===== config.mk =====
export PLATFORM = sky130hd
export DESIGN_NAME = lpc_ctrl
export DESIGN_NICKNAME = d
export VERILOG_FILES = /design/src/lpc_ckgen.v /design/src/lpc_ctrl.v
export VERILOG_INCLUDE_DIRS = /design/src /design/src/src
export SDC_FILE = /design/constraint.sdc
export NUM_CORES = 1
export LEC_CHECK = 0
export ABC_AREA = 1
export ABC_CLOCK_PERIOD_IN_PS = 3500
export BUFFER_PORTS_ARGS = -buffer_cell sky130_fd_sc_hd__buf_4
export CAP_MARGIN = 40
export CORE_MARGIN = 1.5
export CORE_UTILIZATION = 50
export DETAILED_ROUTE_END_ITERATION = 6
export PLACE_DENSITY = 0.69
export SETUP_SLACK_MARGIN = 0.15
export SYNTH_ARGS = -nofsm -noshare
export SYNTH_HDL_FRONTEND = slang
export SYNTH_HIERARCHICAL = 1
export SYNTH_SLANG_ARGS = --single-unit

===== constraint.sdc =====
create_clock -name REF_CLK -period 3.5 [get_ports REF_CLK]
set_input_delay 0.175 -clock REF_CLK [delete_from_list [all_inputs] [get_ports REF_CLK]]
set_output_delay 0.175 -clock REF_CLK [all_outputs]
set_load 0.02 [all_outputs]

===== src/lpc_defines.vh =====
// Purpose: Shared constants for the DDR2 low-power state controller.
// Assumes: REF_CLK at 250 MHz; command bits packed as {cs_n, ras_n, cas_n, we_n}.
// Notes:   Timing counts in CK clocks unless the name says NS or REFI; LPC_CK_HALF_DEF counts REF_CLK cycles.
`ifndef LPC_DEFINES_VH
`define LPC_DEFINES_VH

// ****************************************************************
// Command encodings {cs_n, ras_n, cas_n, we_n}
// ****************************************************************
`define LPC_CMD_NOP     4'h7
`define LPC_CMD_DESEL   4'hF
`define LPC_CMD_SRE     4'h1
`define LPC_CMD_REF     4'h1
`define LPC_CMD_READ    4'h5
`define LPC_CMD_RD_MASK 4'hD

// ****************************************************************
// Timing figures
// ****************************************************************
`define LPC_REF_CLK_NS  4
`define LPC_TXSRD_CK    8'hC8
`define LPC_CKE_MIN_CK  8'h03
`define LPC_FRQ_WAIT_CK 8'h02
`define LPC_TREFI_NS    7800
`define LPC_PD_MAX_REFI 9
`define LPC_TDELAY_NS   20
`define LPC_CK_HALF_DEF 8'h14

`endif


===== src/lpc_ckgen.v =====
// Purpose: Divides REF_CLK down to the DDR2 CK/CK_N pair.
// Assumes: half >= 1; the clock stops only in its low phase.
// Notes:   rise/fall pulse in the REF_CLK cycle before CK changes.
`timescale 1ns/1ns
`include "lpc_defines.vh"

module lpc_ckgen (
  // Clock and reset
  input  wire       clk,
  input  wire       rst,
  // Control
  input  wire       run,
  input  wire [7:0] half,
  // Outputs
  output reg        ck,
  output reg        ck_n,
  output wire       rise,
  output wire       fall
);

  reg  [7:0] div_r;   // REF_CLK cycles into current half period
  wire       hit;     // Half period complete
  wire       tog;     // CK toggles this cycle

  assign hit  = (div_r >= half - 8'h01);
  // Stop is only honoured while CK is low, so no runt high pulse appears
  assign tog  = hit & (ck | run);
  assign rise = tog & ~ck;
  assign fall = tog & ck;

  // ****************************************************************
  // Divider
  // ****************************************************************
  always @(posedge clk or posedge rst) begin
    if (rst) begin
      div_r <= 8'h00;
      ck    <= 1'b0;
      ck_n  <= 1'b1;
    end else if (tog) begin
      div_r <= 8'h00;
      ck    <= ~ck;
      ck_n  <= ck;
    end else if (!hit) begin
      div_r <= div_r + 8'h01;
    end
  end

endmodule // lpc_ckgen


===== src/lpc_ctrl.v =====
// Purpose: Host-side DDR2 low-power control: self refresh, power-down,
//          clock frequency change and asynchronous CKE drop recovery.
// Assumes: User side on REF_CLK; CK generated here by a divider.
// Notes:   Pins change on the REF_CLK edge where CK falls, start of low phase; ASYNC_FAULT in S_IDLE drops CKE and ODT at once.
// What this block does
// - Self refresh entry: CS RAS CAS CKE low
// - ODT off tAOFD before entry, until tXSRD
// - Hold CKE low to stay in self refresh
// - Stay in self refresh at least tCKE
// - Clock may stop after entry, restart first
// - Read after tXSRD, others after tXSNR
// - Only NOP during self refresh exit
// - CKE high and ODT off throughout tXSRD
// - Auto refresh needed before self refresh re-entry
// - Self refresh only with all banks idle
// - Power-down: CKE low with NOP, not busy
// - Power-down: tCKE low, ODT valid, 9 tREFI max
// - Exit with NOP, then wait exit latency
// - Unlocked DLL entry needs DLL reset later
// - Async CKE drop: tDelay, clock, full reinit
// - Frequency change in precharge power-down, two clocks
// - Stable clock, DLL reset, ODT off until relock; ODT follows ODT_REQ after the change until exit sets DLL_RESET_REQ
// - tXSRD equals 200 clocks
// - CKE high and low three clocks minimum
`timescale 1ns/1ns
`include "lpc_defines.vh"

module lpc_ctrl #(
  parameter [7:0] TAOFD_CK  = 8'h03,   // ODT off lead before entry
  parameter [7:0] TCKE_CK   = 8'h03,   // CKE minimum pulse, CK clocks
  parameter [7:0] TXSNR_CK  = 8'h20,   // Self refresh exit, non-read
  parameter [7:0] TXP_CK    = 8'h06,   // Power-down exit latency
  parameter [7:0] STABLE_CK = 8'h10,   // Clock settle after restart
  parameter       PDW       = 16,      // Power-down timer width
  parameter [PDW-1:0] PD_MAX_CYC = `LPC_PD_MAX_REFI * `LPC_TREFI_NS / `LPC_REF_CLK_NS
) (
  // Clock and reset
  input  wire       REF_CLK,
  input  wire       RST,
  // User requests
  input  wire       SR_REQ,
  input  wire       PD_REQ,
  input  wire       EXIT_REQ,
  input  wire       CLK_STOP_REQ,
  input  wire       FREQ_REQ,
  input  wire [7:0] FREQ_HALF,
  input  wire       ASYNC_FAULT,
  input  wire       REINIT_ACK,
  // Memory-side state reported by the outer controller
  input  wire       BANKS_IDLE,
  input  wire       BUSY,
  input  wire       DLL_LOCKED,
  // Pass-through command
  input  wire       USR_VALID,
  input  wire [3:0] USR_CMD,
  input  wire       ODT_REQ,
  output wire       USR_READY,
  // Status
  output reg        IN_SR,
  output reg        IN_PD,
  output reg        PRE_PD,
  output reg        READ_OK,
  output reg        REF_NEEDED,
  output reg        DLL_RESET_REQ,
  output reg        REINIT_REQ,
  output reg        PD_TIMEOUT,
  // DDR2 pins
  output wire       CK,
  output wire       CK_N,
  output reg        CKE,
  output reg        CS_N,
  output reg        RAS_N,
  output reg        CAS_N,
  output reg        WE_N,
  output reg        ODT
);

  // ****************************************************************
  // States
  // ****************************************************************
  localparam [3:0] S_IDLE   = 4'h0;  // Normal, CKE high
  localparam [3:0] S_ODTOFF = 4'h1;  // ODT low lead before entry
  localparam [3:0] S_SRHOLD = 4'h2;  // In self refresh
  localparam [3:0] S_SRSTOP = 4'h3;  // Self refresh, clock stopped
  localparam [3:0] S_SRWARM = 4'h4;  // Self refresh, clock settling
  localparam [3:0] S_SREXIT = 4'h5;  // Exit interval, NOP only
  localparam [3:0] S_PDHOLD = 4'h6;  // In power-down
  localparam [3:0] S_PDEXIT = 4'h7;  // Power-down exit latency
  localparam [3:0] S_FRSTOP = 4'h8;  // Frequency change, clock stopped
  localparam [3:0] S_FRWARM = 4'h9;  // New clock settling
  localparam [3:0] S_ASDLY  = 4'hA;  // tDelay after CKE drop
  localparam [3:0] S_ASSTOP = 4'hB;  // Clock off after CKE drop
  localparam [3:0] S_ASWARM = 4'hC;  // Clock restored, CKE still low

  localparam [7:0] TDLY_CYC =
    (`LPC_TDELAY_NS + `LPC_REF_CLK_NS - 1) / `LPC_REF_CLK_NS;

  // Larger of two counts; used for the power-down hold and exit counts
  function [7:0] lpc_max8;
    input [7:0] a;
    input [7:0] b;
    begin
      lpc_max8 = (a > b) ? a : b;
    end
  endfunction

  localparam [7:0] HOLD_CK = (TCKE_CK > `LPC_CKE_MIN_CK) ? TCKE_CK : `LPC_CKE_MIN_CK;

  // ****************************************************************
  // Registers
  // ****************************************************************
  reg  [3:0]     state_r;    // Controller state
  reg  [7:0]     cnt_r;      // Remaining CK clocks (REF cycles in S_ASDLY)
  reg  [7:0]     xs_r;       // CK clocks since self refresh exit
  reg  [PDW-1:0] pd_tmr_r;   // REF cycles spent in power-down
  reg  [1:0]     hi_r;       // CKE high clocks, saturating
  reg  [1:0]     lo_r;       // CKE low clocks, saturating
  reg            run_r;      // CK divider running
  reg  [7:0]     half_r;     // CK half period in REF cycles
  reg            frq_r;      // A frequency change happened
  wire           rise;       // CK rising this cycle
  wire           fall;       // CK falling; pins update now
  wire           can_enter;  // Low-power entry allowed

  assign USR_READY = (state_r == S_IDLE) & fall & ~SR_REQ & ~PD_REQ & ~ASYNC_FAULT;
  // Entry needs CKE high three clocks and no mode, read or write busy
  assign can_enter = (hi_r == 2'h3) & ~BUSY & ~ASYNC_FAULT;

  // ****************************************************************
  // CK generator
  // ****************************************************************
  lpc_ckgen lpc_ckgen_inst (
    .clk  (REF_CLK),
    .rst  (RST),
    .run  (run_r),
    .half (half_r),
    .ck   (CK),
    .ck_n (CK_N),
    .rise (rise),
    .fall (fall)
  );

  // Drives the command pins with the given code
  task put_cmd;
    input [3:0] c;
    begin
      {CS_N, RAS_N, CAS_N, WE_N} <= c;
    end
  endtask

  // ****************************************************************
  // CKE residency counters, counted on CK edges
  // ****************************************************************
  always @(posedge REF_CLK or posedge RST) begin
    if (RST) begin
      hi_r <= 2'h0;
      lo_r <= 2'h0;
    end else if (rise) begin
      if (CKE) begin
        lo_r <= 2'h0;
        hi_r <= (hi_r == 2'h3) ? hi_r : hi_r + 2'h1;
      end else begin
        hi_r <= 2'h0;
        lo_r <= (lo_r == 2'h3) ? lo_r : lo_r + 2'h1;
      end
    end
  end

  // ****************************************************************
  // Main state machine
  // ****************************************************************
  always @(posedge REF_CLK or posedge RST) begin
    if (RST) begin
      state_r       <= S_IDLE;
      cnt_r         <= 8'h00;
      xs_r          <= 8'h00;
      pd_tmr_r      <= {PDW{1'b0}};
      run_r         <= 1'b1;
      half_r        <= `LPC_CK_HALF_DEF;
      frq_r         <= 1'b0;
      CKE           <= 1'b1;
      {CS_N, RAS_N, CAS_N, WE_N} <= `LPC_CMD_NOP;
      ODT           <= 1'b0;
      IN_SR         <= 1'b0;
      IN_PD         <= 1'b0;
      PRE_PD        <= 1'b0;
      READ_OK       <= 1'b1;
      REF_NEEDED    <= 1'b0;
      DLL_RESET_REQ <= 1'b0;
      REINIT_REQ    <= 1'b0;
      PD_TIMEOUT    <= 1'b0;
    end else begin
      // Acknowledges; a new request in the same cycle wins below
      if (REINIT_ACK) begin
        REINIT_REQ <= 1'b0;
      end
      if (DLL_LOCKED) begin
        DLL_RESET_REQ <= 1'b0;
      end
      case (state_r)
        S_IDLE: begin
          if (ASYNC_FAULT) begin
            // CKE dropped outside any protocol; report and recover
            CKE     <= 1'b0;
            ODT     <= 1'b0;
            cnt_r   <= TDLY_CYC;
            state_r <= S_ASDLY;
          end else if (fall) begin
            put_cmd(`LPC_CMD_NOP);
            // Termination stays off while the DLL relocks
            ODT <= ODT_REQ & ~DLL_RESET_REQ & READ_OK;
            if (SR_REQ & BANKS_IDLE & ~REF_NEEDED & can_enter) begin
              ODT     <= 1'b0;
              cnt_r   <= TAOFD_CK;
              state_r <= S_ODTOFF;
            end else if (PD_REQ & can_enter) begin
              CKE      <= 1'b0;
              put_cmd(`LPC_CMD_NOP);
              PRE_PD   <= BANKS_IDLE;
              IN_PD    <= 1'b1;
              PD_TIMEOUT <= 1'b0;
              // Entering without lock means a DLL reset afterwards
              if (!DLL_LOCKED) begin
                DLL_RESET_REQ <= 1'b1;
              end
              pd_tmr_r <= {PDW{1'b0}};
              cnt_r    <= lpc_max8(HOLD_CK, `LPC_FRQ_WAIT_CK);
              state_r  <= S_PDHOLD;
            end else if (USR_VALID & ~SR_REQ & ~PD_REQ) begin
              put_cmd(USR_CMD);
              if (USR_CMD == `LPC_CMD_REF) begin
                REF_NEEDED <= 1'b0;
              end
            end
          end
        end
        S_ODTOFF: begin
          if (fall) begin
            if (cnt_r != 8'h00) begin
              cnt_r <= cnt_r - 8'h01;
            end else begin
              CKE     <= 1'b0;
              put_cmd(`LPC_CMD_SRE);
              IN_SR   <= 1'b1;
              cnt_r   <= HOLD_CK;
              state_r <= S_SRHOLD;
            end
          end
        end
        S_SRHOLD: begin
          if (fall) begin
            // Inputs other than CKE are ignored; park on deselect
            put_cmd(`LPC_CMD_DESEL);
            if (cnt_r != 8'h00) begin
              cnt_r <= cnt_r - 8'h01;
            end else if (CLK_STOP_REQ) begin
              run_r   <= 1'b0;
              state_r <= S_SRSTOP;
            end else if (EXIT_REQ) begin
              CKE        <= 1'b1;
              put_cmd(`LPC_CMD_NOP);
              IN_SR      <= 1'b0;
              READ_OK    <= 1'b0;
              REF_NEEDED <= 1'b1;
              xs_r       <= 8'h00;
              state_r    <= S_SREXIT;
            end
          end
        end
        S_SRSTOP: begin
          // Clock is stopped; step on REF_CLK alone
          if (!CLK_STOP_REQ) begin
            run_r   <= 1'b1;
            cnt_r   <= STABLE_CK;
            state_r <= S_SRWARM;
          end
        end
        S_SRWARM: begin
          if (fall) begin
            if (cnt_r != 8'h00) begin
              cnt_r <= cnt_r - 8'h01;
            end else begin
              state_r <= S_SRHOLD;
            end
          end
        end
        S_SREXIT: begin
          if (fall) begin
            // NOP on every edge, CKE high, ODT low, whole interval
            put_cmd(`LPC_CMD_NOP);
            ODT  <= 1'b0;
            xs_r <= xs_r + 8'h01;
            if (xs_r + 8'h01 >= `LPC_TXSRD_CK) begin
              READ_OK <= 1'b1;
            end
            if ((xs_r + 8'h01 >= `LPC_TXSRD_CK) && (xs_r + 8'h01 >= TXSNR_CK)) begin
              state_r <= S_IDLE;
            end
          end
        end
        S_PDHOLD: begin
          // Refresh budget runs in REF cycles, held during a frequency change
          if (pd_tmr_r != PD_MAX_CYC) begin
            pd_tmr_r <= pd_tmr_r + {{(PDW-1){1'b0}}, 1'b1};
          end
          if (fall) begin
            put_cmd(`LPC_CMD_NOP);
            ODT <= ODT_REQ & ~FREQ_REQ & ~DLL_RESET_REQ;
            if (cnt_r != 8'h00) begin
              cnt_r <= cnt_r - 8'h01;
            end else if (pd_tmr_r == PD_MAX_CYC || EXIT_REQ) begin
              PD_TIMEOUT <= (pd_tmr_r == PD_MAX_CYC);
              CKE     <= 1'b1;
              cnt_r   <= lpc_max8(TXP_CK, HOLD_CK);
              state_r <= S_PDEXIT;
            end else if (FREQ_REQ & PRE_PD & ~ODT) begin
              run_r   <= 1'b0;
              state_r <= S_FRSTOP;
            end
          end
        end
        S_FRSTOP: begin
          // Divisor only changes while CK is parked low
          half_r <= (FREQ_HALF == 8'h00) ? 8'h01 : FREQ_HALF;
          if (!FREQ_REQ) begin
            run_r   <= 1'b1;
            frq_r   <= 1'b1;
            cnt_r   <= STABLE_CK;
            state_r <= S_FRWARM;
          end
        end
        S_FRWARM: begin
          if (fall) begin
            if (cnt_r != 8'h00) begin
              cnt_r <= cnt_r - 8'h01;
            end else begin
              state_r <= S_PDHOLD;
            end
          end
        end
        S_PDEXIT: begin
          if (fall) begin
            put_cmd(`LPC_CMD_NOP);
            IN_PD <= 1'b0;
            if (cnt_r != 8'h00) begin
              cnt_r <= cnt_r - 8'h01;
            end else begin
              if (frq_r) begin
                DLL_RESET_REQ <= 1'b1;
              end
              frq_r   <= 1'b0;
              PRE_PD  <= 1'b0;
              state_r <= S_IDLE;
            end
          end
        end
        S_ASDLY: begin
          if (cnt_r != 8'h00) begin
            cnt_r <= cnt_r - 8'h01;
          end else begin
            run_r   <= 1'b0;
            state_r <= S_ASSTOP;
          end
        end
        S_ASSTOP: begin
          if (!ASYNC_FAULT) begin
            run_r   <= 1'b1;
            cnt_r   <= STABLE_CK;
            state_r <= S_ASWARM;
          end
        end
        S_ASWARM: begin
          if (fall) begin
            put_cmd(`LPC_CMD_NOP);
            if (cnt_r != 8'h00) begin
              cnt_r <= cnt_r - 8'h01;
            end else if (lo_r == 2'h3) begin
              CKE        <= 1'b1;
              REINIT_REQ <= 1'b1;
              state_r    <= S_IDLE;
            end
          end
        end
        default: begin
          state_r <= S_IDLE;
        end
      endcase
    end
  end

endmodule // lpc_ctrl


==> results of run 1 <==
==> sequential cells by signal, summed over array words and instances, names as in the netlist, 2 cells and up <==
signal,count
pd_tmr_r,16
lpc_ckgen_inst/div_r,8
lo_r,2
cnt_r,8
xs_r,8
hi_r,2
state_r,4
half_r,8
==> logic make-up (layout without fill, tap and decap cells) <==
logic type      count (synthesis)  after routing
flops                          74             74
simple gates                  414            414
compound gates                 84             84
xor+xnor                       29             29
buf+inv                       112            178
mux                             1              1
fa+ha+maj                      16             16
==> metal layers <==
metal | global-route usage [%] | part of all wire [%]
met1 | 35.2 | 45
met2 | 42.4 | 46
met3 | 4.70 | 6.2
met4 | 9.42 | 2.8
met5 | 0 | 0
==> cell type report <==
class / instances / share of cell area [%]
clock buffers: 11 / 2.39
clock inverters: 5 / 0.656
inverters: 103 / 6.58
multi-input cells: 544 / 48.4
flip-flops and latches: 74 / 31.5
well taps: 133 / 2.81
repair buffers: 59 / 7.68
==> worst paths after layout <==
kind	startpoint	endpoint	slack (ps)	cells past startpoint
max reg2reg	half_r[1]	cnt_r[2]	360	22
min reg2reg	cnt_r[1]	cnt_r[1]	470	2
max	half_r[1]	cnt_r[2]	360	22
min	FREQ_HALF[4]	half_r[4]	20	3
max in group asynchronous	RST	half_r[4]	2100	4
min in group asynchronous	RST	lpc_ckgen_inst/div_r[1]	360	3
==> through the flow <==
stage                     utilization (%)  instances
after floorplan                         -        730
after global placement               56.8        902
after detailed placement             56.8        902
after CTS                            58.9        921
after global routing                 60.0        929
final                                60.0        929
==> power groups by stage <==
| stage | clock network [W] | registers [W] | logic, W |
|---|---|---|---|
| floorplan | 0 | 0.00152 | 0.00223 |
| global placement | 0 | 0.00151 | 0.00295 |
| detailed placement | 0 | 0.00152 | 0.00301 |
| CTS | 0.000649 | 0.00150 | 0.00303 |
| global route | 0.000682 | 0.00155 | 0.00361 |
| finish | 0.000633 | 0.00151 | 0.00322 |
==> critical path, cell delays in order (launching register included) <==
cell and delay, ps:
dfrtp_1 410, inv_1 80, ha_2 200, nand2_1 100, nor3_2 150, xor2_1 160
inv_1 60, ha_1 280, nand2_2 70, nor2_4 120, nand4_2 110, nand3_4 90
nand2_1 70, inv_2 70, buf_6 140, nor2_1 50, nand3_1 100, nand2_1 110
nor3_2 200, nand2_2 100, nor2_4 230, nand2_1 90, nand2_1 80
==> layout by cell type (no fill, tap or decap), drive strengths merged, types with 16 or more instances in the layout <==
master,instances
dfrtp,65
o21ai,37
inv,104
a21oi,19
nor2,83
ha,16
xor2,26
nand4,18
nand3,59
buf,56
nand2,232
==> timing repair <==
action / 4_1_cts / 5_1_grt
hold buffers: 3 / 0
gates resized for setup: 1 / 13
endpoints found under the setup margin: 7 / 40
endpoints found under the hold margin: 33 / 0
pin swaps: 1 / 4
buffers inserted: 0 / 8
==> qor.yml, run 1 <==
run_status:
  status: "complete, no violations"
floorplan:
  chipWidth_um: 104
  rows: 36
  fp.dieArea_um2: 10900
  die_h_um: 104
  io-pin-count: 43
  core_um2: 9860
  initial_core_util_pct: 52.1
logic_synthesis:
  synthCells: 730
  synth_xor_area_share_pct: 4.95
  syn-cell-area_um2: 5130
  syn_nets: 772
  synth_compound_area_share_pct: 9.43
  async_flop_share_pct: 100
  avgSynthCellArea_um2: 7.03
  synth-simple-area-share_pct: 36.5
  synth-main-ff-cell: "dfrtp_1"
  synthTopCellsByArea: "dfrtp_1 32%, nand2_1 16%, inv_1 7.1%"
  synth_mux_area_share_pct: 0.195
  synth_top_family_by_area: "simple AND/OR/NAND/NOR gates"
  synth.cells.most_frequent: "223 x nand2_1, 97 x inv_1, 70 x nor2_1"
  yosysTopAreaCellShare_pct: 31.7
  ys_ff_latch: 74
  synth_enable_flop_cells: 0
  synth.most_common_cell: "nand2_1"
  yosysUniqueCellTypes: 49
  yosys.area.top_type: "dfrtp_1"
  yosys_warnings: 6
  seq_area_frac_synth_pct: 36.3
  synth_fa_ha_area_share_pct: 3.90
timing:
  clock_skew_ps: 13.6
  fmax_mhz: 319
  drv_slew: 0
  rsz0062_at_grt: "false"
  max_slew_margin_pct: 58.1
  setup_tns_ps: 0
  hold_viol: 0
  fin_hold_ws_ps: 15.3
  period_needed_ps: 3140
  setup_ws_ps: 364
  worst_pin_slew_ps: 626
  final.period_utilization_pct: 89.6
  setup_viol: 0
route:
  drtPass1Iterations: 5
  avgRoutedWirePerCell_um: 14.9
  drt-total-wl_mm: 13.8
  num_vias: 5017
  route.antenna.remaining_nets: 0
  viasPerCell: 5.40
  drcViolationCount: 0
  drt_iter0_drc: 458
pwr:
  swShare_pct: 50.8
  power_w: 0.00537
  p_leak_nw: 3.18
  comb_power_share_pct: 60.1
  power.share.clock_pct: 11.8
  power.density_nw_per_um2: 907
  peakVddDrop_mv: 0.412
  p_int_w: 0.00264
  power_switching_w: 0.00273
  seqPwrFrac_pct: 28.1
layout:
  design_area_um2: 5910
  fillers: 954
  regArea_um2: 1860
  diodes: 0
  nets: 833
  syn2layout_area_growth_pct: 15.2
  multiInputGateArea_um2: 2860
  drive_gt1_share_pct: 16.3
flow_run:
  maxCapViolCount: 0
global_route:
  overflow: 0
  grt_antenna_before_repair: 0
  grt_pass1_wl_mm: 23.2
  grt.total_usage_pct: 26.2
  grt_pass1_vias: 4896
  grt_max_degree: 39
clocking:
  clk_path_buf_depth: 2
  htree_levels: 3
  cts_tree: "yes"
  cts.sinks: 74
  cts.clk_slew.worst_paths_ps: 80
  cts_buffers: 9
  clk_latency_ps: 360
  root_buffer: "clkbuf_8"
worst_setup_path:
  start_kind: "register"
  path_class: "register to register"
  endpoint_kind: "register"
  path_max_fanout: 9
  crit_required_ps: 3790
  critPathArrivalTime_ps: 3430
placement:
  post_dp_cell_area_um2: 5600
  dp_hpwl_mm: 10.4
  place_congestion: 0.991
  port_buffers: 42
  post-place-ws_ps: 150
hold_path:
  hp-class: "input pin to register"
(Power assumes the default switching activity.)
==> run 2, diff against run 1 <==
--- a/config.mk
+++ b/config.mk
@@ -10,7 +10,7 @@
 export ABC_CLOCK_PERIOD_IN_PS = 3500
 export BUFFER_PORTS_ARGS = -buffer_cell sky130_fd_sc_hd__buf_4
 export CAP_MARGIN = 40
-export CORE_MARGIN = 1.5
+export CORE_MARGIN = 4
 export CORE_UTILIZATION = 50
 export DETAILED_ROUTE_END_ITERATION = 6
 export PLACE_DENSITY = 0.69
==> run 2 against run 1 <==
- sequential power hardly changed
- clock skew decreased by 1.7 ps
- via count down 1.8%
- sequential cell count stayed put
- power decreased by 0.50%
- routed wire length is 2.0% lower
- critical path depth fell by 3
==> qor.yml, run 2 (synthesis results as in run 1) <==
layout:
  finalNonFillerCells: 931
  top_register: "pd_tmr_r"
  largest_reg_flops: 16
  syn2layout_area_growth_pct: 15.7
  diodes: 0
  nets: 835
  final_common_cell: "nand2_1"
  drive_gt1_share_pct: 16.4
  final_cell_mix: "223 x nand2_1, 95 x inv_1, 67 x nor2_1, 65 x dfrtp_1, 57 x buf_4"
timing:
  max_slew_margin_pct: 59.9
  worst_pin_slew_ps: 600
  setup_tns_ps: 0
  setup_viol: 0
  fmax_mhz: 325
  period_needed_ps: 3080
  final.period_utilization_pct: 88.0
  rsz0062_at_grt: "false"
  clock_skew_ps: 11.9
  hold_viol: 0
  drv_slew: 0
global_route:
  grt_antenna_before_repair: 0
  grt_pass1_wl_mm: 23.0
  grt_max_degree: 40
  overflow: 0
  grt.total_usage_pct: 24.5
  grt_pass1_vias: 4896
pwr:
  power.density_nw_per_um2: 899
  swShare_pct: 49.8
  power.share.clock_pct: 11.7
  power_switching_w: 0.00266
  comb_power_share_pct: 59.8
  p_int_w: 0.00268
  seqPwrFrac_pct: 28.5
  peakVddDrop_mv: 0.455
  p_leak_nw: 3.21
floorplan:
  io-pin-count: 43
  chipWidth_um: 109
  initial_core_util_pct: 51.8
  die_h_um: 109
  fp.dieArea_um2: 12000
  rows: 36
  core_um2: 9910
clocking:
  cts.clk_slew.worst_paths_ps: 70
  clk_latency_ps: 370
  cts_tree: "yes"
  cts_buffers: 9
  root_buffer: "clkbuf_8"
  htree_levels: 3
  clk_path_buf_depth: 2
  cts.sinks: 74
worst_setup_path:
  endpoint_kind: "register"
  crit_required_ps: 3750
  path_max_fanout: 10
  path_class: "register to register"
  start_kind: "register"
  critPathArrivalTime_ps: 3330
route:
  drtPass1Iterations: 6
  drcViolationCount: 0
  num_vias: 4928
  route.antenna.remaining_nets: 0
  drt-total-wl_mm: 13.5
  avgRoutedWirePerCell_um: 14.6
  viasPerCell: 5.29
  drt_iter0_drc: 345
run_status:
  status: "complete, no violations"
placement:
  place_congestion: 1.03
  dpl.cell_count: 903
  port_buffers: 42
  dp_hpwl_mm: 10.4
flow_run:
  maxCapViolCount: 0
hold_path:
  hp-class: "input pin to register"
run 2: final timing paths:
path / from / endpoint / slack (ps) / cells past startpoint
setup / recovery: half_r[0] / xs_r[2] / 420 / 19
hold / removal: FREQ_HALF[4] / half_r[4] / 20 / 3
setup reg to reg: half_r[0] / xs_r[2] / 420 / 19
hold reg to reg: run_r / run_r / 480 / 2
max in group asynchronous: RST / READ_OK / 2140 / 4
min in group asynchronous: RST / lpc_ckgen_inst/div_r[7] / 360 / 3
run 2: per-stage QoR:
stage          power, W  worst slack [ps]  area [um^2]  hold slack, ps  utilization (%)
4_1_cts         0.00518               208         5820            4.65             58.8
3_5_place_dp    0.00453               161         5610             189             56.6
6_report        0.00534               419         5940            22.4             59.9
5_1_grt         0.00588               166         5940            12.8             59.9
2_1_floorplan   0.00375               501         5130            14.5                -
3_3_place_gp    0.00444               280         5610             190             56.6
run 2: layout make-up:
| cell class | instances | area, um^2 |
|---|---|---|
| sequential | 74 | 1860 |
| multi-input combinational | 544 | 2870 |
| tap | 133 | 166 |
| fill | 934 | 3970 |
| clock inverter | 2 | 10.0 |
| timing repair buffer | 61 | 469 |
| inverter | 103 | 389 |
| clock buffer | 14 | 173 |
run 2: power groups by stage:
| stage | clock network, W | registers, W | logic [W] |
|---|---|---|---|
| finish | 0.000627 | 0.00152 | 0.00319 |
| global route | 0.000687 | 0.00156 | 0.00362 |
| CTS | 0.000652 | 0.00151 | 0.00302 |
| detailed placement | 0 | 0.00152 | 0.00300 |
| global placement | 0 | 0.00151 | 0.00293 |
| floorplan | 0 | 0.00152 | 0.00223 |
run 2: worst max-delay path, cell delays in order (launching register included):
cell and delay, ps:
dfrtp_1 390, inv_2 90, ha_1 180, nand2_1 100
nor3_2 130, xor2_1 160, inv_1 60, ha_1 280
nand2_2 80, nor2_4 120, nand2_1 100, nand3_4 110
nand2_1 70, inv_1 90, buf_6 130, buf_4 130
nand2_1 90, nor3_4 390, and3_1 240, nor3_2 40
run 2: metal layers:
| layer | share of wire (%) | routed length [um] | GRT usage (%) |
|---|---|---|---|
| met2 | 47 | 6390 | 40.2 |
| met4 | 1.6 | 212 | 7.21 |
| met5 | 0 | 0 | 0 |
| met3 | 5.8 | 783 | 6.40 |
| met1 | 45 | 6160 | 31.8 |
run 2: repair_timing:
action,in CTS,in global routing
hold buffers,3,0
resized for setup,1,13
hold endpoints to repair,32,0
setup buffers,0,9
endpoints found under the setup margin,2,26
pin swaps,0,5
==> run 3, diff against run 2 <==
--- a/config.mk
+++ b/config.mk
@@ -17,5 +17,4 @@
 export SETUP_SLACK_MARGIN = 0.15
 export SYNTH_ARGS = -nofsm -noshare
 export SYNTH_HDL_FRONTEND = slang
-export SYNTH_HIERARCHICAL = 1
 export SYNTH_SLANG_ARGS = --single-unit
==> run 3 against run 2 <==
- final cell count is 4.5% lower
- non-clock buffer count is 14 lower
- routed wire length is 5.9% lower
- synthesized cell count is 4.0% lower
- global-route usage is 0.74 points lower
- power is 0.99% lower
- count of clock-buffer cells in the layout is 2 lower
- clock power is 8.1% higher
- die area is 2.0% lower
- combinational power is 4% lower
- via count is 3.4% lower
==> qor.yml, run 3 <==
run_status:
  status: "complete, no violations"
global_route:
  overflow: 0
  grt_pass1_wl_mm: 22.1
  grt.total_usage_pct: 23.7
  grt_max_degree: 28
  grt_pass1_vias: 4738
  grt_antenna_before_repair: 0
pwr:
  peakVddDrop_mv: 0.567
  power.density_nw_per_um2: 925
  p_leak_nw: 2.87
floorplan:
  initial_core_util_pct: 51.4
  chipWidth_um: 108
  die_h_um: 108
  core_um2: 9770
  io-pin-count: 43
  rows: 36
  fp.dieArea_um2: 11700
hold_path:
  hp-class: "input pin to register"
  hold_depth: 3
timing:
  worst_pin_slew_ps: 523
  fmax_mhz: 329
  hold_viol: 0
  setup_viol: 0
  max_slew_margin_pct: 65.1
  drv_slew: 0
  fin_hold_ws_ps: 19.1
  period_needed_ps: 3040
  setup_tns_ps: 0
  final.period_utilization_pct: 86.8
  rsz0062_at_grt: "false"
  clock_skew_ps: 14.0
logic_synthesis:
  synth_fa_ha_area_share_pct: 4.23
  synth-simple-area-share_pct: 34.5
  ys_ff_latch: 74
  synth-main-ff-cell: "dfrtp_1"
  synth_enable_flop_cells: 0
  yosysTopAreaCellShare_pct: 32.4
  synthCells: 701
  async_flop_share_pct: 100
  avgSynthCellArea_um2: 7.17
  syn-cell-area_um2: 5020
  seq_area_frac_synth_pct: 37.1
  yosys_warnings: 0
  syn_nets: 744
  synth_xor_area_share_pct: 4.01
  yosys.area.top_type: "dfrtp_1"
  synthTopCellsByArea: "dfrtp_1 32%, nand2_1 14%, nand3_1 6.3%"
  yosysUniqueCellTypes: 46
  synth.cells.most_frequent: "187 x nand2_1, 77 x inv_1, 70 x nor2_1"
  synth_mux_area_share_pct: 0
  synth.most_common_cell: "nand2_1"
  synth_compound_area_share_pct: 11.9
  synth_top_family_by_area: "simple AND/OR/NAND/NOR gates"
clocking:
  cts_tree: "yes"
  cts_buffers: 9
  htree_levels: 3
  clk_latency_ps: 370
  cts.clk_slew.worst_paths_ps: 80
  cts.sinks: 74
  postCtsSetupBuffers: 0
  root_buffer: "clkbuf_8"
  clk_path_buf_depth: 2
layout:
  final_cell_mix: "187 x nand2_1, 76 x inv_1, 70 x nor2_1, 65 x dfrtp_1, 63 x nand3_1"
  largest_reg_flops: 16
  drive_gt1_share_pct: 15.9
  diodes: 0
  fillers: 939
  final_common_cell: "nand2_1"
  top_register: "pd_tmr_r"
  syn2layout_area_growth_pct: 13.7
  finalNonFillerCells: 889
  nets: 794
route:
  avgRoutedWirePerCell_um: 14.3
  drcViolationCount: 0
  num_vias: 4761
  drt_iter0_drc: 370
  drt-total-wl_mm: 12.7
  viasPerCell: 5.36
  drtPass1Iterations: 5
  route.antenna.remaining_nets: 0
worst_setup_path:
  rr_worst_depth: 16
  path_class: "register to register"
  start_kind: "register"
  endpoint_kind: "register"
  crit_required_ps: 3750
  critPathArrivalTime_ps: 3290
  path_max_fanout: 9
placement:
  place_congestion: 0.943
  dp_hpwl_mm: 9.94
  dpl.cell_count: 871
  port_buffers: 42
flow_run:
  maxCapViolCount: 0
## run 3: changes by cell type after synthesis, sizes merged, moves of 4 or more
cell,previous run,this run
nand3,59,66
inv,102,92
o31ai,0,7
o21ai,37,53
xor2,26,19
nor2,83,78
nand2,232,205
o22ai,15,11
nand4,18,6
## run 3: cells by family after synthesis
family | after synthesis
AO/OA/AOI/OAI | 104
XOR/XNOR | 23
adder cells (fa/ha/maj) | 17
buffers and inverters | 102
flip-flops | 74
AND/OR/NAND/NOR | 381
## run 3: final cells by class
class	count	area (um^2)	area share, %
Inverter	94	362	6.33
Multi-Input combinational cell	525	2770	48.5
Clock inverter	4	51.3	0.898
Clock buffer	12	145	2.54
Sequential cell	74	1860	32.6
Tap cell	133	166	2.91
Timing Repair Buffer	47	358	6.26
## run 3: path summary, 6_finish.rpt
path,to,from,slack [ps]
hold / removal,half_r[3],FREQ_HALF[3],20
hold reg to reg,CAS_N,CAS_N,480
setup reg to reg,state_r[3],half_r[0],460
max in group asynchronous,lpc_ckgen_inst.ck_n,RST,2320
min in group asynchronous,lpc_ckgen_inst.div_r[2],RST,400
setup / recovery,state_r[3],half_r[0],460
## run 3: stage by stage
stage          utilization (%)  instance area (um^2)  power (W)  worst slack, ps
6_report                  58.5                  5720    0.00529              462
5_1_grt                   58.5                  5720    0.00583              204
4_1_cts                   58.2                  5690    0.00526              351
3_5_place_dp              56.0                  5480    0.00457              352
3_3_place_gp              56.0                  5480    0.00448              495
2_1_floorplan                -                  5020    0.00382              817
## run 3: power breakdown
| part | switching [W] | total [W] | internal, W |
|---|---|---|---|
| clock network | 0.000328 | 0.000678 | 0.000349 |
| registers | 0.000328 | 0.00155 | 0.00122 |
| logic | 0.00201 | 0.00306 | 0.00105 |
## run 3: repair_timing
item / in CTS / in global routing
hold endpoints to repair: 22 / 0
setup endpoints to repair: 0 / 35
hold buffers: 2 / 0
resized for setup: 0 / 4
## run 3: critical path, cell delays in order (launching register included)
cell and delay, ps:
dfrtp_1 370, inv_1 120, nand2_1 100, or3_1 340, nor3_1 180, xor2_1 110, ha_1 300, nand2_1 70
o21a_1 210, nand2_4 140, nand3_1 210, nand2_1 150, nand2_1 80, nor2_2 230, nand3_2 150, nand2_1 100
nand2_1 50
## run 3: routing by layer
metal	vias to the layer above	part of all wire [%]	track usage [%]
li1	2382	-	-
met1	2213	43	29.9
met2	122	48	38.9
met3	44	5.0	5.13
met4	0	4.0	11.4
met5	-	0	0
